### src/rtl/bfc_pkg.sv
// Package for the bulk-erase flash host controller.
// Assumes one 100 MHz clock domain; used by rtl/bfc_host.sv.
package bfc_pkg;

  // ---------------------------------------------------------------
  // Command codes written to the flash command register; erased and zero data bytes
  // ---------------------------------------------------------------
  localparam logic [7:0] CMD_READ = 8'h00;
  localparam logic [7:0] CMD_AUTOSEL = 8'h90;
  localparam logic [7:0] CMD_ERASE = 8'h20;
  localparam logic [7:0] CMD_ERASE_VERIFY = 8'ha0;
  localparam logic [7:0] CMD_PROG = 8'h40;
  localparam logic [7:0] CMD_PROG_VERIFY = 8'hc0;
  localparam logic [7:0] ERASED_BYTE = 8'hff;
  localparam logic [7:0] ZERO_BYTE = 8'h00;

  // ---------------------------------------------------------------
  // Timing constants, retry limits and widths
  // ---------------------------------------------------------------
  localparam int CLK_PERIOD_NS = 10;
  localparam int ERASE_PULSE_NS = 10000000;
  localparam int PROG_PULSE_NS = 10000;
  localparam int ERASE_PULSE_CYC = (ERASE_PULSE_NS + CLK_PERIOD_NS - 1) / CLK_PERIOD_NS;
  localparam int PROG_PULSE_CYC = (PROG_PULSE_NS + CLK_PERIOD_NS - 1) / CLK_PERIOD_NS;
  localparam int STROBE_CYC = 4;
  localparam int MAX_ERASE_TRIES = 1000;
  localparam int MAX_PROG_TRIES = 25;
  localparam int TMR_W = 24;
  localparam int ADDR_W = 17;

  // ---------------------------------------------------------------
  // User request and answer carriers
  // ---------------------------------------------------------------
  typedef enum logic [1:0] {OP_READ, OP_PROG, OP_ERASE, OP_IDENT} bfc_op_t;

  typedef struct packed {
    bfc_op_t op;
    logic [ADDR_W-1:0] addr;
    logic [7:0] data;
  } bfc_req_t;

  typedef struct packed {
    logic ok;
    logic fail;
    logic [7:0] data;
  } bfc_rsp_t;

  // Pin group toward the flash
  typedef struct packed {
    logic chip_sel_n;
    logic out_gate_n;
    logic wr_strobe_n;
    logic [ADDR_W-1:0] addr;
    logic [7:0] dq_o;
    logic dq_oe;
    logic id_hv_en;
    logic prog_supply_high_level;
  } bfc_pins_t;

endpackage : bfc_pkg

### src/rtl/bfc_host.sv
// Host controller that drives a bulk-erase parallel flash through its pins.
// Assumes the flash data bus input is sampled synchronously to clk and that
// bus cycles of STROBE_CYC clocks meet the device access times.
// Summary of operation
// - Erase: two erase writes then verify writes
// - Program whole array to zero before erasing
// - Wait 10 ms before erase-verify
// - Verify write carries address; compare FFh
// - Step erase-verify through every address
// - Failed byte repeats erase, 1000 max
// - Program: setup, address/data write, verify
// - Wait 10 us before program-verify
// - Failed program retries, 25 max
// - Write needs select, strobe low, gate high
// - Auto-select: high voltage line, code line
// - Erase setup and erase both use 20h
`timescale 1ns/1ps
`default_nettype none

module bfc_host
  import bfc_pkg::*;
#(
  parameter int ERASE_CYC = ERASE_PULSE_CYC,
  parameter int PROG_CYC = PROG_PULSE_CYC,
  parameter logic [ADDR_W-1:0] LAST_ADDR = 17'h1ffff
) (
  input wire logic clk,
  input wire logic sys_rst,
  input wire bfc_pkg::bfc_req_t req,
  input wire logic req_valid,
  output logic req_ready,
  output bfc_pkg::bfc_rsp_t rsp,
  output logic rsp_valid,
  input wire logic [7:0] dq_i,
  output bfc_pkg::bfc_pins_t pins
);

  // ---------------------------------------------------------------
  // State
  // ---------------------------------------------------------------
  typedef enum logic [3:0] {
    S_IDLE, S_WR_LO, S_WR_HI, S_RD_LO, S_RD_HI, S_WAIT, S_NEXT, S_DONE
  } bfc_st_t;

  // Which step of the flow a finished bus cycle belongs to
  typedef enum logic [3:0] {
    P_READ, P_IDENT, P_PSET, P_PWR, P_PVER, P_PCHK, P_ZSET, P_ZWR, P_ZVER, P_ZCHK,
    P_ESET, P_EWR, P_EVER, P_ECHK, P_RESET
  } bfc_ph_t;

  typedef struct packed {
    bfc_st_t st;
    bfc_ph_t ph;
    bfc_op_t op;
    logic [TMR_W-1:0] tmr;
    logic [ADDR_W-1:0] addr;
    logic [7:0] data;
    logic [9:0] tries;
    logic ready;
    logic rvalid;
    bfc_rsp_t rsp;
    bfc_pins_t pins;
  } bfc_state_t;

  bfc_state_t cur_ff; // Registered state
  bfc_state_t nxt_cur; // Next state

  // Start a write bus cycle with a given byte
  function automatic bfc_state_t start_wr(bfc_state_t s, logic [7:0] b, bfc_ph_t p);
    bfc_state_t r;
    r = s;
    r.pins.dq_o = b;
    r.pins.dq_oe = 1'b1;
    r.pins.out_gate_n = 1'b1;
    r.ph = p;
    r.tmr = '0;
    r.st = S_WR_LO;
    return r;
  endfunction : start_wr

  // Start a read bus cycle
  function automatic bfc_state_t start_rd(bfc_state_t s, bfc_ph_t p);
    bfc_state_t r;
    r = s;
    r.pins.dq_oe = 1'b0;
    r.ph = p;
    r.tmr = '0;
    r.st = S_RD_LO;
    return r;
  endfunction : start_rd

  // ---------------------------------------------------------------
  // Next-state logic
  // ---------------------------------------------------------------
  always_comb begin
    nxt_cur = cur_ff;
    nxt_cur.rvalid = 1'b0;
    case (cur_ff.st)
      // Accept a request and raise the program supply for program or erase
      S_IDLE: begin
        nxt_cur.ready = 1'b1;
        nxt_cur.pins.id_hv_en = 1'b0;
        if (req_valid && cur_ff.ready) begin
          nxt_cur.ready = 1'b0;
          nxt_cur.op = req.op;
          nxt_cur.addr = req.addr;
          nxt_cur.data = req.data;
          nxt_cur.tries = '0;
          nxt_cur.pins.prog_supply_high_level = (req.op == OP_PROG) || (req.op == OP_ERASE);
          case (req.op)
            OP_PROG: nxt_cur = start_wr(nxt_cur, CMD_PROG, P_PSET);
            OP_ERASE: begin
              nxt_cur.addr = '0;
              nxt_cur = start_wr(nxt_cur, CMD_PROG, P_ZSET);
            end
            OP_IDENT: begin
              // Auto-select by pins with supply low: other addresses held low
              nxt_cur.pins.id_hv_en = 1'b1;
              nxt_cur.addr = {{(ADDR_W-1){1'b0}}, req.addr[0]};
              nxt_cur = start_rd(nxt_cur, P_IDENT);
            end
            default: nxt_cur = start_rd(nxt_cur, P_READ);
          endcase
        end
      end
      // Strobes low: address taken by the device at the later falling edge
      S_WR_LO: begin
        nxt_cur.pins.addr = cur_ff.addr;
        nxt_cur.pins.chip_sel_n = 1'b0;
        nxt_cur.pins.wr_strobe_n = 1'b0;
        nxt_cur.tmr = cur_ff.tmr + 1'b1;
        // Strobe held for several cycles, well past glitch width
        if (cur_ff.tmr == TMR_W'(STROBE_CYC)) begin
          nxt_cur.pins.wr_strobe_n = 1'b1;
          nxt_cur.tmr = '0;
          nxt_cur.st = S_WR_HI;
        end
      end
      // Strobe released: data latched on the rise, then deselect
      S_WR_HI: begin
        nxt_cur.pins.chip_sel_n = 1'b1;
        nxt_cur.pins.dq_oe = 1'b0;
        nxt_cur.tmr = '0;
        nxt_cur.st = S_NEXT;
        if (cur_ff.ph == P_EWR) nxt_cur.st = S_WAIT;
        if (cur_ff.ph == P_PWR || cur_ff.ph == P_ZWR) nxt_cur.st = S_WAIT;
      end
      // Read cycle: select and gate low, strobe high
      S_RD_LO: begin
        nxt_cur.pins.addr = cur_ff.addr;
        nxt_cur.pins.chip_sel_n = 1'b0;
        nxt_cur.pins.out_gate_n = 1'b0;
        nxt_cur.tmr = cur_ff.tmr + 1'b1;
        if (cur_ff.tmr == TMR_W'(STROBE_CYC)) begin
          nxt_cur.rsp.data = dq_i;
          nxt_cur.st = S_RD_HI;
        end
      end
      S_RD_HI: begin
        nxt_cur.pins.chip_sel_n = 1'b1;
        nxt_cur.pins.out_gate_n = 1'b1;
        nxt_cur.st = S_NEXT;
      end
      // Pulse wait; the verify command written next ends the pulse
      S_WAIT: begin
        nxt_cur.tmr = cur_ff.tmr + 1'b1;
        if (cur_ff.ph == P_EWR && cur_ff.tmr >= TMR_W'(ERASE_CYC - 1)) nxt_cur.st = S_NEXT;
        if (cur_ff.ph != P_EWR && cur_ff.tmr >= TMR_W'(PROG_CYC - 1)) nxt_cur.st = S_NEXT;
      end
      // Sequencing of command steps
      S_NEXT: begin
        case (cur_ff.ph)
          P_READ, P_IDENT: begin
            nxt_cur.rsp.ok = 1'b1;
            nxt_cur.rsp.fail = 1'b0;
            nxt_cur.st = S_DONE;
          end
          P_PSET: nxt_cur = start_wr(cur_ff, cur_ff.data, P_PWR);
          P_ZSET: nxt_cur = start_wr(cur_ff, ZERO_BYTE, P_ZWR);
          P_PWR: nxt_cur = start_wr(cur_ff, CMD_PROG_VERIFY, P_PVER);
          P_ZWR: nxt_cur = start_wr(cur_ff, CMD_PROG_VERIFY, P_ZVER);
          P_PVER: nxt_cur = start_rd(cur_ff, P_PCHK);
          P_ZVER: nxt_cur = start_rd(cur_ff, P_ZCHK);
          P_PCHK, P_ZCHK: begin
            nxt_cur.tries = cur_ff.tries + 1'b1;
            if (cur_ff.rsp.data == ((cur_ff.ph == P_PCHK) ? cur_ff.data : ZERO_BYTE)) begin
              nxt_cur.tries = '0;
              if (cur_ff.ph == P_PCHK) begin
                nxt_cur.rsp.ok = 1'b1;
                nxt_cur.rsp.fail = 1'b0;
                nxt_cur = start_wr(nxt_cur, CMD_READ, P_RESET);
              end else if (cur_ff.addr == LAST_ADDR) begin
                nxt_cur.addr = '0;
                nxt_cur = start_wr(nxt_cur, CMD_ERASE, P_ESET);
              end else begin
                nxt_cur.addr = cur_ff.addr + 1'b1;
                nxt_cur = start_wr(nxt_cur, CMD_PROG, P_ZSET);
              end
            end else if (cur_ff.tries >= 10'(MAX_PROG_TRIES - 1)) begin
              nxt_cur.rsp.ok = 1'b0;
              nxt_cur.rsp.fail = 1'b1;
              nxt_cur = start_wr(nxt_cur, CMD_READ, P_RESET);
            end else begin
              nxt_cur = start_wr(nxt_cur, CMD_PROG, (cur_ff.ph == P_PCHK) ? P_PSET : P_ZSET);
            end
          end
          P_ESET: nxt_cur = start_wr(cur_ff, CMD_ERASE, P_EWR);
          P_EWR: nxt_cur = start_wr(cur_ff, CMD_ERASE_VERIFY, P_EVER);
          P_EVER: nxt_cur = start_rd(cur_ff, P_ECHK);
          P_ECHK: begin
            if (cur_ff.rsp.data == ERASED_BYTE) begin
              if (cur_ff.addr == LAST_ADDR) begin
                nxt_cur.rsp.ok = 1'b1;
                nxt_cur.rsp.fail = 1'b0;
                nxt_cur = start_wr(nxt_cur, CMD_READ, P_RESET);
              end else begin
                nxt_cur.addr = cur_ff.addr + 1'b1;
                nxt_cur = start_wr(nxt_cur, CMD_ERASE_VERIFY, P_EVER);
              end
            end else if (cur_ff.tries >= 10'(MAX_ERASE_TRIES - 1)) begin
              nxt_cur.rsp.ok = 1'b0;
              nxt_cur.rsp.fail = 1'b1;
              nxt_cur = start_wr(nxt_cur, CMD_READ, P_RESET);
            end else begin
              // Repeat erase, resuming verify at the failing address
              nxt_cur.tries = cur_ff.tries + 1'b1;
              nxt_cur = start_wr(nxt_cur, CMD_ERASE, P_ESET);
            end
          end
          P_RESET: nxt_cur.st = S_DONE;
          default: nxt_cur.st = S_DONE;
        endcase
      end
      // Report and drop the program supply
      S_DONE: begin
        nxt_cur.pins.prog_supply_high_level = 1'b0;
        nxt_cur.pins.id_hv_en = 1'b0;
        nxt_cur.rvalid = 1'b1;
        nxt_cur.st = S_IDLE;
      end
      default: nxt_cur.st = S_IDLE;
    endcase
  end

  // ---------------------------------------------------------------
  // State register; select, gate and write strobe idle high at reset, other pins low
  // ---------------------------------------------------------------
  always_ff @(posedge clk or posedge sys_rst) begin
    if (sys_rst) begin
      cur_ff <= '0;
      cur_ff.st <= S_IDLE;
      cur_ff.pins.chip_sel_n <= 1'b1;
      cur_ff.pins.out_gate_n <= 1'b1;
      cur_ff.pins.wr_strobe_n <= 1'b1;
    end else begin
      cur_ff <= nxt_cur;
    end
  end

  assign req_ready = cur_ff.ready;
  assign rsp = cur_ff.rsp;
  assign rsp_valid = cur_ff.rvalid;
  assign pins = cur_ff.pins;

endmodule : bfc_host

`default_nettype wire

### config.mk
export PLATFORM = sky130hd
export DESIGN_NAME = bfc_host
export DESIGN_NICKNAME = d
export VERILOG_FILES = /design/src/rtl/bfc_pkg.sv /design/src/rtl/bfc_host.sv
export SDC_FILE = /design/constraint.sdc
export NUM_CORES = 1
export LEC_CHECK = 0
export BUFFER_PORTS_ARGS = -buffer_cell sky130_fd_sc_hd__buf_2
export CELL_PAD_IN_SITES_DETAIL_PLACEMENT = 0
export CELL_PAD_IN_SITES_GLOBAL_PLACEMENT = 1
export CORE_ASPECT_RATIO = 1.1
export CORE_UTILIZATION = 40
export CTS_CLUSTER_DIAMETER = 150
export DETAILED_ROUTE_END_ITERATION = 8
export PLACE_DENSITY_LB_ADDON = 0.12
export SLEW_MARGIN = 20
export SYNTH_ARGS = -nofsm -noshare
export SYNTH_HDL_FRONTEND = slang
export SYNTH_SLANG_ARGS = --single-unit
### constraint.sdc
create_clock -name clk -period 5.58 [get_ports clk]
set_clock_uncertainty 0.2 [all_clocks]
set_input_delay 0.279 -clock clk [delete_from_list [all_inputs] [get_ports clk]]
set_output_delay 0.279 -clock clk [all_outputs]
set_load 0.03 [all_outputs]
**Yosys cells after proc, flatten, opt, wreduce, memory -nomap -nowiden**

Cells that the tools add are included.

- Bits in registers: 110
- Input bits: 38
- Output and inout port bits: 43
- Word-level logic and storage cells: 164

- $add $sub $neg: 3
- Magnitude comparators: 4
- Eq/ne operators: 58
- Multiplexer cells: 38
- Bitwise gates (word level): 2
- Reductions and logical operators: 40

Operator list:

| kind | number |
|---|---|
| $pmux W67 S11 | 1 |
| $mux W112 | 3 |
| $pmux W110 S3 | 1 |
| $mux W108 | 3 |
| $pmux W39 S8 | 1 |
| $pmux W24 S5 | 1 |
| $mux W107 | 1 |
| $mux W106 | 1 |
| $pmux W36 S2 | 1 |
| $pmux W17 S3 | 1 |
| $ne A3 B3 Y1 const B | 12 |
| $eq A4 B3 Y1 const B | 8 |
| $ne A2 B2 Y1 const B | 14 |
| $pmux W4 S7 | 1 |
| $add A24 B1 Y24 const B | 1 |
| $eq A24 B3 Y1 const B | 1 |
| $eq A4 B4 Y1 const B | 6 |
| $ge A24 B10 Y1 const B | 1 |
| $ge A24 B20 Y1 const B | 1 |
| $mux W24 | 1 |
| $pmux W8 S3 | 1 |
| $reduce_and A3 Y1 | 8 |
| $add A17 B1 Y17 const B | 1 |
| $eq A17 B17 Y1 const B | 1 |
| other kinds (44) | 74 |

**Longest topological paths before layout**

Gate-level depths: netlist (run 1).

- Depth after elaboration: 6
- Gate-level depth with buffers: 14
- Gate-level depth less buffers: 12

**Worst setup path before layout (run 1)**

No wires, ideal clock.

- Path kind: reg-to-reg
- From: register cur_ff[61] (netlist bit)
- To: register cur_ff[61] (netlist bit)
- Library setup time: 0.065 ns
- Arrival: 3.014 ns
- Data required time: 5.315 ns
- Slack: 2.302 ns
- Cell stages (with the launch flop): 14
- Buffers on the path: 2
- Period minus slack after synthesis: 3.278 ns
- Path through: dfrtp_1 -> ha_1 -> and3_1 -> and3_1 -> and3_1 -> and3_1 -> and3_1 -> ha_1 -> clkbuf_1 -> nor4_1 -> a31oi_2 -> clkbuf_1 -> o211ai_1 -> o21a_1

- Cells in the longest elaborated chain, start to end: 6
- Elaborated cells on any way between the ends: 11
- Classes of those cells: add/sub: 1; eq/ne: 2; mux: 7; reduce/logical: 1

Ends and longest elaborated chain:

| what | RTL line | source |
|---|---|---|
| from (decl) | bfc_host.sv:65 | `bfc_state_t cur_ff;` |
| from (signal assigned) | bfc_host.sv:256 | `cur_ff <= nxt_cur;` |
| $add A17 B1 Y17 / $eq A17 B17 Y1 (equally long branches) | n/a |  |
| $mux W108 | bfc_host.sv:192 | `end else if (cur_ff.addr == LAST_ADDR) begin` |
| $mux W108 | bfc_host.sv:188 | `if (cur_ff.ph == P_PCHK) begin` |
| $mux W112 | bfc_host.sv:186 | `if (cur_ff.rsp.data == ((cur_ff.ph == P_PCHK) ? cur_ff.data : ZERO_BYTE)) begin` |
| $pmux W67 S11 | bfc_host.sv:172 | `case (cur_ff.ph)` |
| $pmux W36 S2 | bfc_host.sv:98 | `case (cur_ff.st)` |

Parallel ways exist; a longest one is shown, timed or not. The select of a mux whose other input is x is not followed.
A chain may end at the register's enable or synchronous reset.

**Worst setup path in the final report (run 1)**

- From: register cur_ff[61] (netlist bit)
- To: register cur_ff[75] (netlist bit)

Same word-level chain as after synthesis.

==> reports/metrics.yaml, run 1 <==
detailed_routing:
  viasPerCell: 5.555
  drt_wl_total_um: 16050
  drc: 0
  vias: 5438
  ant_nets: 0
  drt_iter0_markers: 338
  wire_per_inst_um: 16.40
  drt_first_pass_iters: 6
cells_and_area:
  drive_gt1_frac: 0.1772
  syn_to_final_growth_pct: 9.895
  final_cell_area_sq_mm: 0.007212
  num-fill-cells: 1589
  antenna_cells: 0
  final_nets: 823
  multi_input_area_sq_mm: 0.003264
  final_cells: 979
  final-seq-area_sq_mm: 0.002731
  final_core_util: 0.4549
logic_synthesis:
  synth_flop_cell: "dfrtp_1"
  synth_cell_types: 76
  yosys-top-cells-area: "dfrtp_1 (40%), nand2_1 (7.3%), buf_4 (5.1%)"
  synth-async-reset-ratio: 1.000
  avgSynthCellArea_sq_um: 8.880
  ys.warnings.count: 0
  synth_edf_count: 0
  ys_seq_area_frac: 0.4162
  syn_area_sq_mm: 0.006563
  synth_top_cell_by_area: "dfrtp_1"
  synth_cells: 739
  synth_top_area_frac: 0.4042
  ys_ff_latch: 109
  synth_nets: 788
setup_path:
  worstPathRequired_ns: 5.63
  crit_slowest_cell: "a2bb2oi_4"
  cp-start-kind: "flop"
  cpMostUsedCell: "and3_1"
  crit_chain: "ha_1 > and3_1 > and3_1 > and3_1 > and3_1 > and3_1 > ha_1 > o21ai_0 > nand4_1 > a2bb2oi_4 > o21ai_0 > a22o_1"
  cp_max_fo: 34
  critPathBufInv: 0
  endpoint_kind: "flop"
  path_delay_family: "compound AO/OA/AOI/OAI gates"
  critPathKind: "flop to flop"
  arrival_ns: 3.89
  max_stage_delay_ns: 0.66
floorplan:
  initial_utilization: 0.4139
  die_y_um: 136.3
  core_area_sq_mm: 0.01586
  rows: 48
  dieWidth_um: 124.1
  die-area_sq_mm: 0.01692
  ioPinCount: 81
clocking:
  cts_tree: "yes"
  cts_buffer_depth: 2
  cts_made_buffers: 9
  cts_root_buf: "clkbuf_16"
  cts-resized-gates: 0
  clkLatencyLatePin_ns: 0.36
  cts_sinks: 109
  h-tree-depth: 3
  clkTransAtPathRegs_ns: 0.07
placed_design:
  dp_hpwl_um: 11390
  place_inst: 945
  io_buffers: 80
  dpl_cell_area_sq_mm: 0.006730
  gp_congestion: 0.8054
sta:
  fin_setup_tns_ns: 0
  setup_violations: 0
  slew_viol_final: 0
  post-route-period-util: 0.6885
  relSlewSlack: 0.2996
  tightest_slew_ns: 1.048
  grt_setup_unrepaired: "false"
  fmax_mhz: 260.3
  final_hold_viol_count: 0
  post-route-min-period_ns: 3.842
global_route:
  gr-total-overflow: 0
  grt_max_degree: 68
  grt_pass1_vias: 5314
  antenna_found_initial: 0
  grt_use_total: 0.2010
  grt_pass1_wl_um: 26540
pwr:
  ir_drop_v: 0.0001290
  pwr_density_cell_mw_per_mm2: 205.3
  p_leak_uw: 0.003195
  p_total_uw: 1481
outcome:
  status: "complete, no violations"
run:
  cap_violations: 0
worst_hold_path:
  hold_path_class: "input pin to flop"
layout by cell type (no fill, tap or decap), types with 4 or more instances in the layout:
cell / count
a211o_1: 7
a211oi_1: 4
a21boi_0: 4
a21o_1: 9
a21oi_1: 22
a22o_1: 14
and2_1: 4
and3_1: 15
buf_2: 80
clkbuf_16: 9
dfrtp_1: 106
dlygate4sd3_1: 18
ha_1: 11
inv_1: 17
mux2_2: 17
nand2_1: 127
nand2b_1: 8
nand3_1: 27
nand4_1: 13
nor2_1: 61
nor2b_1: 6
nor3_1: 17
nor4_1: 5
o211ai_1: 4
o21a_1: 7
o21ai_0: 36
o21ai_1: 11
o31ai_1: 12
or3_1: 6
or4_1: 5
xnor2_1: 14
xor2_1: 7
through the flow:
stage	worst slack (ns)	hold slack (ns)
4_1_cts	1.631	0.003352
5_1_grt	1.475	0.03144
6_report	1.738	0.02143
2_1_floorplan	2.232	0.2267
3_5_place_dp	1.651	0.2581
3_3_place_gp	1.817	0.2546
state kept, by name, summed over array words and instances (netlist names):
register   flops
rsp_valid      1
req_ready      1
pins          31
rsp           10
cur_ff        66
tightest hold or removal path: cells and delay by family:
| kind | cells | cell delay [ns] |
|---|---|---|
| compound gates | 1 | 0.08 |
| simple gates | 1 | 0.09 |
| buf+inv | 1 | 0.09 |
final timing paths:
check	startpoint	endpoint	slack [ns]	depth (start not counted)
setup reg to reg	cur_ff[61]	cur_ff[75]	1.74	12
hold / removal	req[24]	cur_ff[77]	0.02	3
max in group asynchronous	sys_rst	cur_ff[49]	3.68	4
min in group asynchronous	sys_rst	pins[0]	0.44	3
hold reg to reg	pins[26]	pins[26]	0.27	2
setup / recovery	cur_ff[61]	cur_ff[75]	1.74	12
Yosys cell counts, types with 5 or more instances:
| cell | instances |
|---|---|
| xnor2_1 | 14 |
| buf_4 | 45 |
| nor2_1 | 61 |
| nand2_1 | 127 |
| nor2b_1 | 6 |
| nand3_1 | 27 |
| a21o_1 | 9 |
| a22o_1 | 14 |
| nor3_1 | 17 |
| nand2b_1 | 8 |
| ha_1 | 11 |
| mux2_2 | 17 |
| clkbuf_1 | 22 |
| a211o_1 | 7 |
| o21ai_0 | 36 |
| inv_1 | 18 |
| o21ai_1 | 11 |
| o31ai_1 | 12 |
| a21oi_1 | 22 |
| xor2_1 | 7 |
| buf_2 | 6 |
| or4_1 | 5 |
| dfrtp_1 | 106 |
| or3_1 | 6 |
| nor4_1 | 5 |
| and3_1 | 15 |
| nand4_1 | 13 |
| o21a_1 | 7 |
layer usage:
metal  global-route usage  up-vias  wire length, um
met5                    0        -                0
met4              0.08730        0              438
met3              0.03649       33              572
met2               0.3346      107             7908
met1               0.2524     2646             7133
li1                     -     2652                -
what timing repair did:
item / in CTS / in global routing
hold buffers: 18 / 0
endpoints found under the hold margin: 80 / 0
setup buffers: 0 / 0
final cells by class:
| type | count | area share |
|---|---|---|
| sequential | 109 | 0.3787 |
| timing repair buffer | 101 | 0.08362 |
| clock buffer | 10 | 0.03175 |
| inverter | 18 | 0.009715 |
| clock inverter | 6 | 0.008848 |
| tap | 200 | 0.03470 |
| multi-input combinational | 535 | 0.4526 |
where the power goes:
part / leakage [uW] / switching (uW) / internal (uW) / total [uW]
combinational: 0.00182 / 23.7 / 19.2 / 42.9
sequential: 0.00124 / 0 / 789 / 789
clock: 0.000138 / 301 / 348 / 649
cells by family (layout without fill, tap and decap cells):
| family | count (synthesis) | count (layout) | synth area share |
|---|---|---|---|
| AO/OA/AOI/OAI | 167 | 167 | 0.1838 |
| XOR/XNOR | 21 | 21 | 0.02803 |
| flip-flops | 109 | 109 | 0.4162 |
| multiplexers | 18 | 18 | 0.03070 |
| AND/OR/NAND/NOR | 318 | 318 | 0.2326 |
| buffers and inverters | 95 | 135 | 0.08770 |
| adder cells (fa/ha/maj) | 11 | 11 | 0.02097 |
(Power assumes the default switching activity.)
==> run 2, diff against run 1 <==
Clock period 5.58 ns to 3.1 ns, I/O delays scaled along.
==> run 2 against run 1 <==
Effect of this change: clock power is 97% higher; critical endpoint is now cur_ff[76]; largest power group unchanged; highest routed layer unchanged; flip-flop and latch count unchanged; maximum frequency is 29% higher.
==> reports/metrics.yaml, run 2 (synthesis gave the netlist of run 1 again) <==
outcome:
  status: "complete, no violations"
clocking:
  clkLatencyLatePin_ns: 0.36  # about the same
  cts_sinks: 109  # unchanged
  clkTransAtPathRegs_ns: 0.07  # about the same
  cts_buffer_depth: 2  # unchanged
  cts_made_buffers: 9  # unchanged
  cts_tree: "yes"
  cts_root_buf: "clkbuf_16"
  h-tree-depth: 3  # unchanged
floorplan:
  core_area_sq_mm: 0.01586  # unchanged
  rows: 48  # unchanged
  dieWidth_um: 124.1  # unchanged
  die_y_um: 136.3  # unchanged
  die-area_sq_mm: 0.01692  # unchanged
  ioPinCount: 81  # unchanged
  initial_utilization: 0.4139  # unchanged
detailed_routing:
  drc: 0  # unchanged
  ant_nets: 0  # unchanged
  drt_first_pass_iters: 4  # -2
  wire_per_inst_um: 16.16  # -1.4%
  drt_iter0_markers: 351  # +3.8%
  vias: 5697  # +4.8%
  viasPerCell: 5.400  # -2.8%
  drt_wl_total_um: 17050  # +6.2%
global_route:
  antenna_found_initial: 0  # unchanged
  grt_pass1_vias: 5645  # +6.2%
  grt_max_degree: 66  # -2.9%
  gr-total-overflow: 0  # unchanged
  grt_pass1_wl_um: 27700  # +4.4%
  grt_use_total: 0.2094  # +0.008409
sta:
  relSlewSlack: 0.5162  # +0.2166
  fin_setup_tns_ns: 0  # unchanged
  setup_violations: 0  # unchanged
  final_hold_viol_count: 0  # unchanged
  fmax_mhz: 335.9  # +29%
  slew_viol_final: 0  # unchanged
  post-route-period-util: 0.9605  # +0.2720
  tightest_slew_ns: 0.7241  # -0.3243 ns
  post-route-min-period_ns: 2.977  # -0.8642 ns
setup_path:
  max_stage_delay_ns: 0.39  # -0.27 ns
  arrival_ns: 3.07  # -0.82 ns
  crit_slowest_cell: "dfrtp_1"
  worstPathRequired_ns: 3.20  # -2.43 ns
  cp_max_fo: 7  # -79%
  cpMostUsedCell: "and3_4"
  r2r_cells: 12  # unchanged
  worstSetupPathDepth: 12  # unchanged
  rr_endpoint: "cur_ff[76]"
  critPathBufInv: 1  # +1
  crit_chain: "ha_2 > and3_4 > and3_4 > and3_4 > and3_4 > and3_4 > ha_4 > nor2_2 > buf_4 > a31oi_2 > o41ai_2 > a22o_1"
  critPathKind: "flop to flop"
  r2r_slack_ns: 0.12  # -1.62 ns
  cp-endpoint: "cur_ff[76]"
  cp-start-kind: "flop"
  crit_start: "cur_ff[61]"
  rr_startpoint: "cur_ff[61]"
  endpoint_kind: "flop"
  path_delay_family: "simple AND/OR/NAND/NOR gates"
cells_and_area:
  final_nets: 899  # +9.2%
  mostFrequentLayoutCells: "nand2_1 (127), dfrtp_1 (106), buf_2 (80), nor2_1 (60), buf_4 (54)"
  largest-register: "cur_ff"
  drive_gt1_frac: 0.2468  # +0.06963
  largest_reg_flops: 66  # unchanged
  final_common_cell: "nand2_1"
  multi_input_area_sq_mm: 0.003346  # +2.5%
  antenna_cells: 0  # unchanged
  syn_to_final_growth_pct: 22.17
  final-seq-area_sq_mm: 0.002731  # unchanged
  num-fill-cells: 1519  # -4.4%
placed_design:
  dp_hpwl_um: 12040  # +5.7%
  gp_congestion: 0.8378  # +4.0%
  io_buffers: 80  # unchanged
pwr:
  pwr_density_cell_mw_per_mm2: 348.8  # +70%
  p_total_uw: 2797  # +89%
  ir_drop_v: 0.0002844  # +120%
  p_leak_uw: 0.003620  # +13%
run:
  cap_violations: 0  # unchanged
worst_hold_path:
  hold_path_class: "input pin to flop"
-- run 2: cell type report --
class	count	share of cell area
clock buffer	12	0.03199
clock inverter	4	0.008739
inverter	18	0.008895
multi-input combinational	536	0.4173
sequential	109	0.3407
tap	200	0.03121
timing repair buffer	176	0.1612
-- run 2: where the power goes --
group	switching (uW)	leakage [uW]	internal, uW
Sequential	0	0.00124	1420
Clock	527	0.000163	751
Combinational	47.9	0.00222	49.6
-- run 2: worst min path at each step --
stage                 start         end  slack (ns)  depth (start not counted)
floorplan            req[9]  cur_ff[62]        0.10                          2
global placement    sys_rst     pins[0]        0.10                          2
detailed placement  sys_rst     pins[0]        0.11                          2
CTS                  req[8]  cur_ff[61]        0.02                          4
global route         req[8]  cur_ff[61]        0.04                          4
finish               req[8]  cur_ff[61]        0.03                          4
-- run 2: metrics by stage --
step	cells	worst slack, ns	hold WS [ns]	utilization	area (sq um)
after global routing	1055	-0.003222	0.03631	0.5057	8018
after global placement	992	-0.2205	0.1002	0.4495	7127
after CTS	1053	0.01032	0.01583	0.5023	7964
after floorplan	739	0.05471	0.1027	-	6599
after detailed placement	992	-0.3559	0.1111	0.4495	7127
final	1055	0.1226	0.02624	0.5057	8018
-- run 2: what timing repair did --
| action | in CTS | in global routing |
|---|---|---|
| hold buffers | 33 | 0 |
| buffers inserted | 11 | 2 |
| endpoints found under the setup margin | 19 | 19 |
| pin swaps | 5 | 6 |
| cloned | 2 | 1 |
| resized for setup | 12 | 8 |
| hold endpoints to repair | 59 | 0 |
-- run 2: worst register-to-register path: cells and delay by family (launching register included) --
kind	cells	cell delay, ns
adders and majority gates	2	0.38
buffers and inverters	1	0.17
and+or+nand+nor	6	1.11
AOI/OAI and AO/OA	3	0.66
DFF	1	0.39
-- run 2: layer usage --
layer,global-route usage,part of all wire
met5,0,0
met4,0.08333,0.021
met3,0.02517,0.028
met2,0.3662,0.50
met1,0.2588,0.45
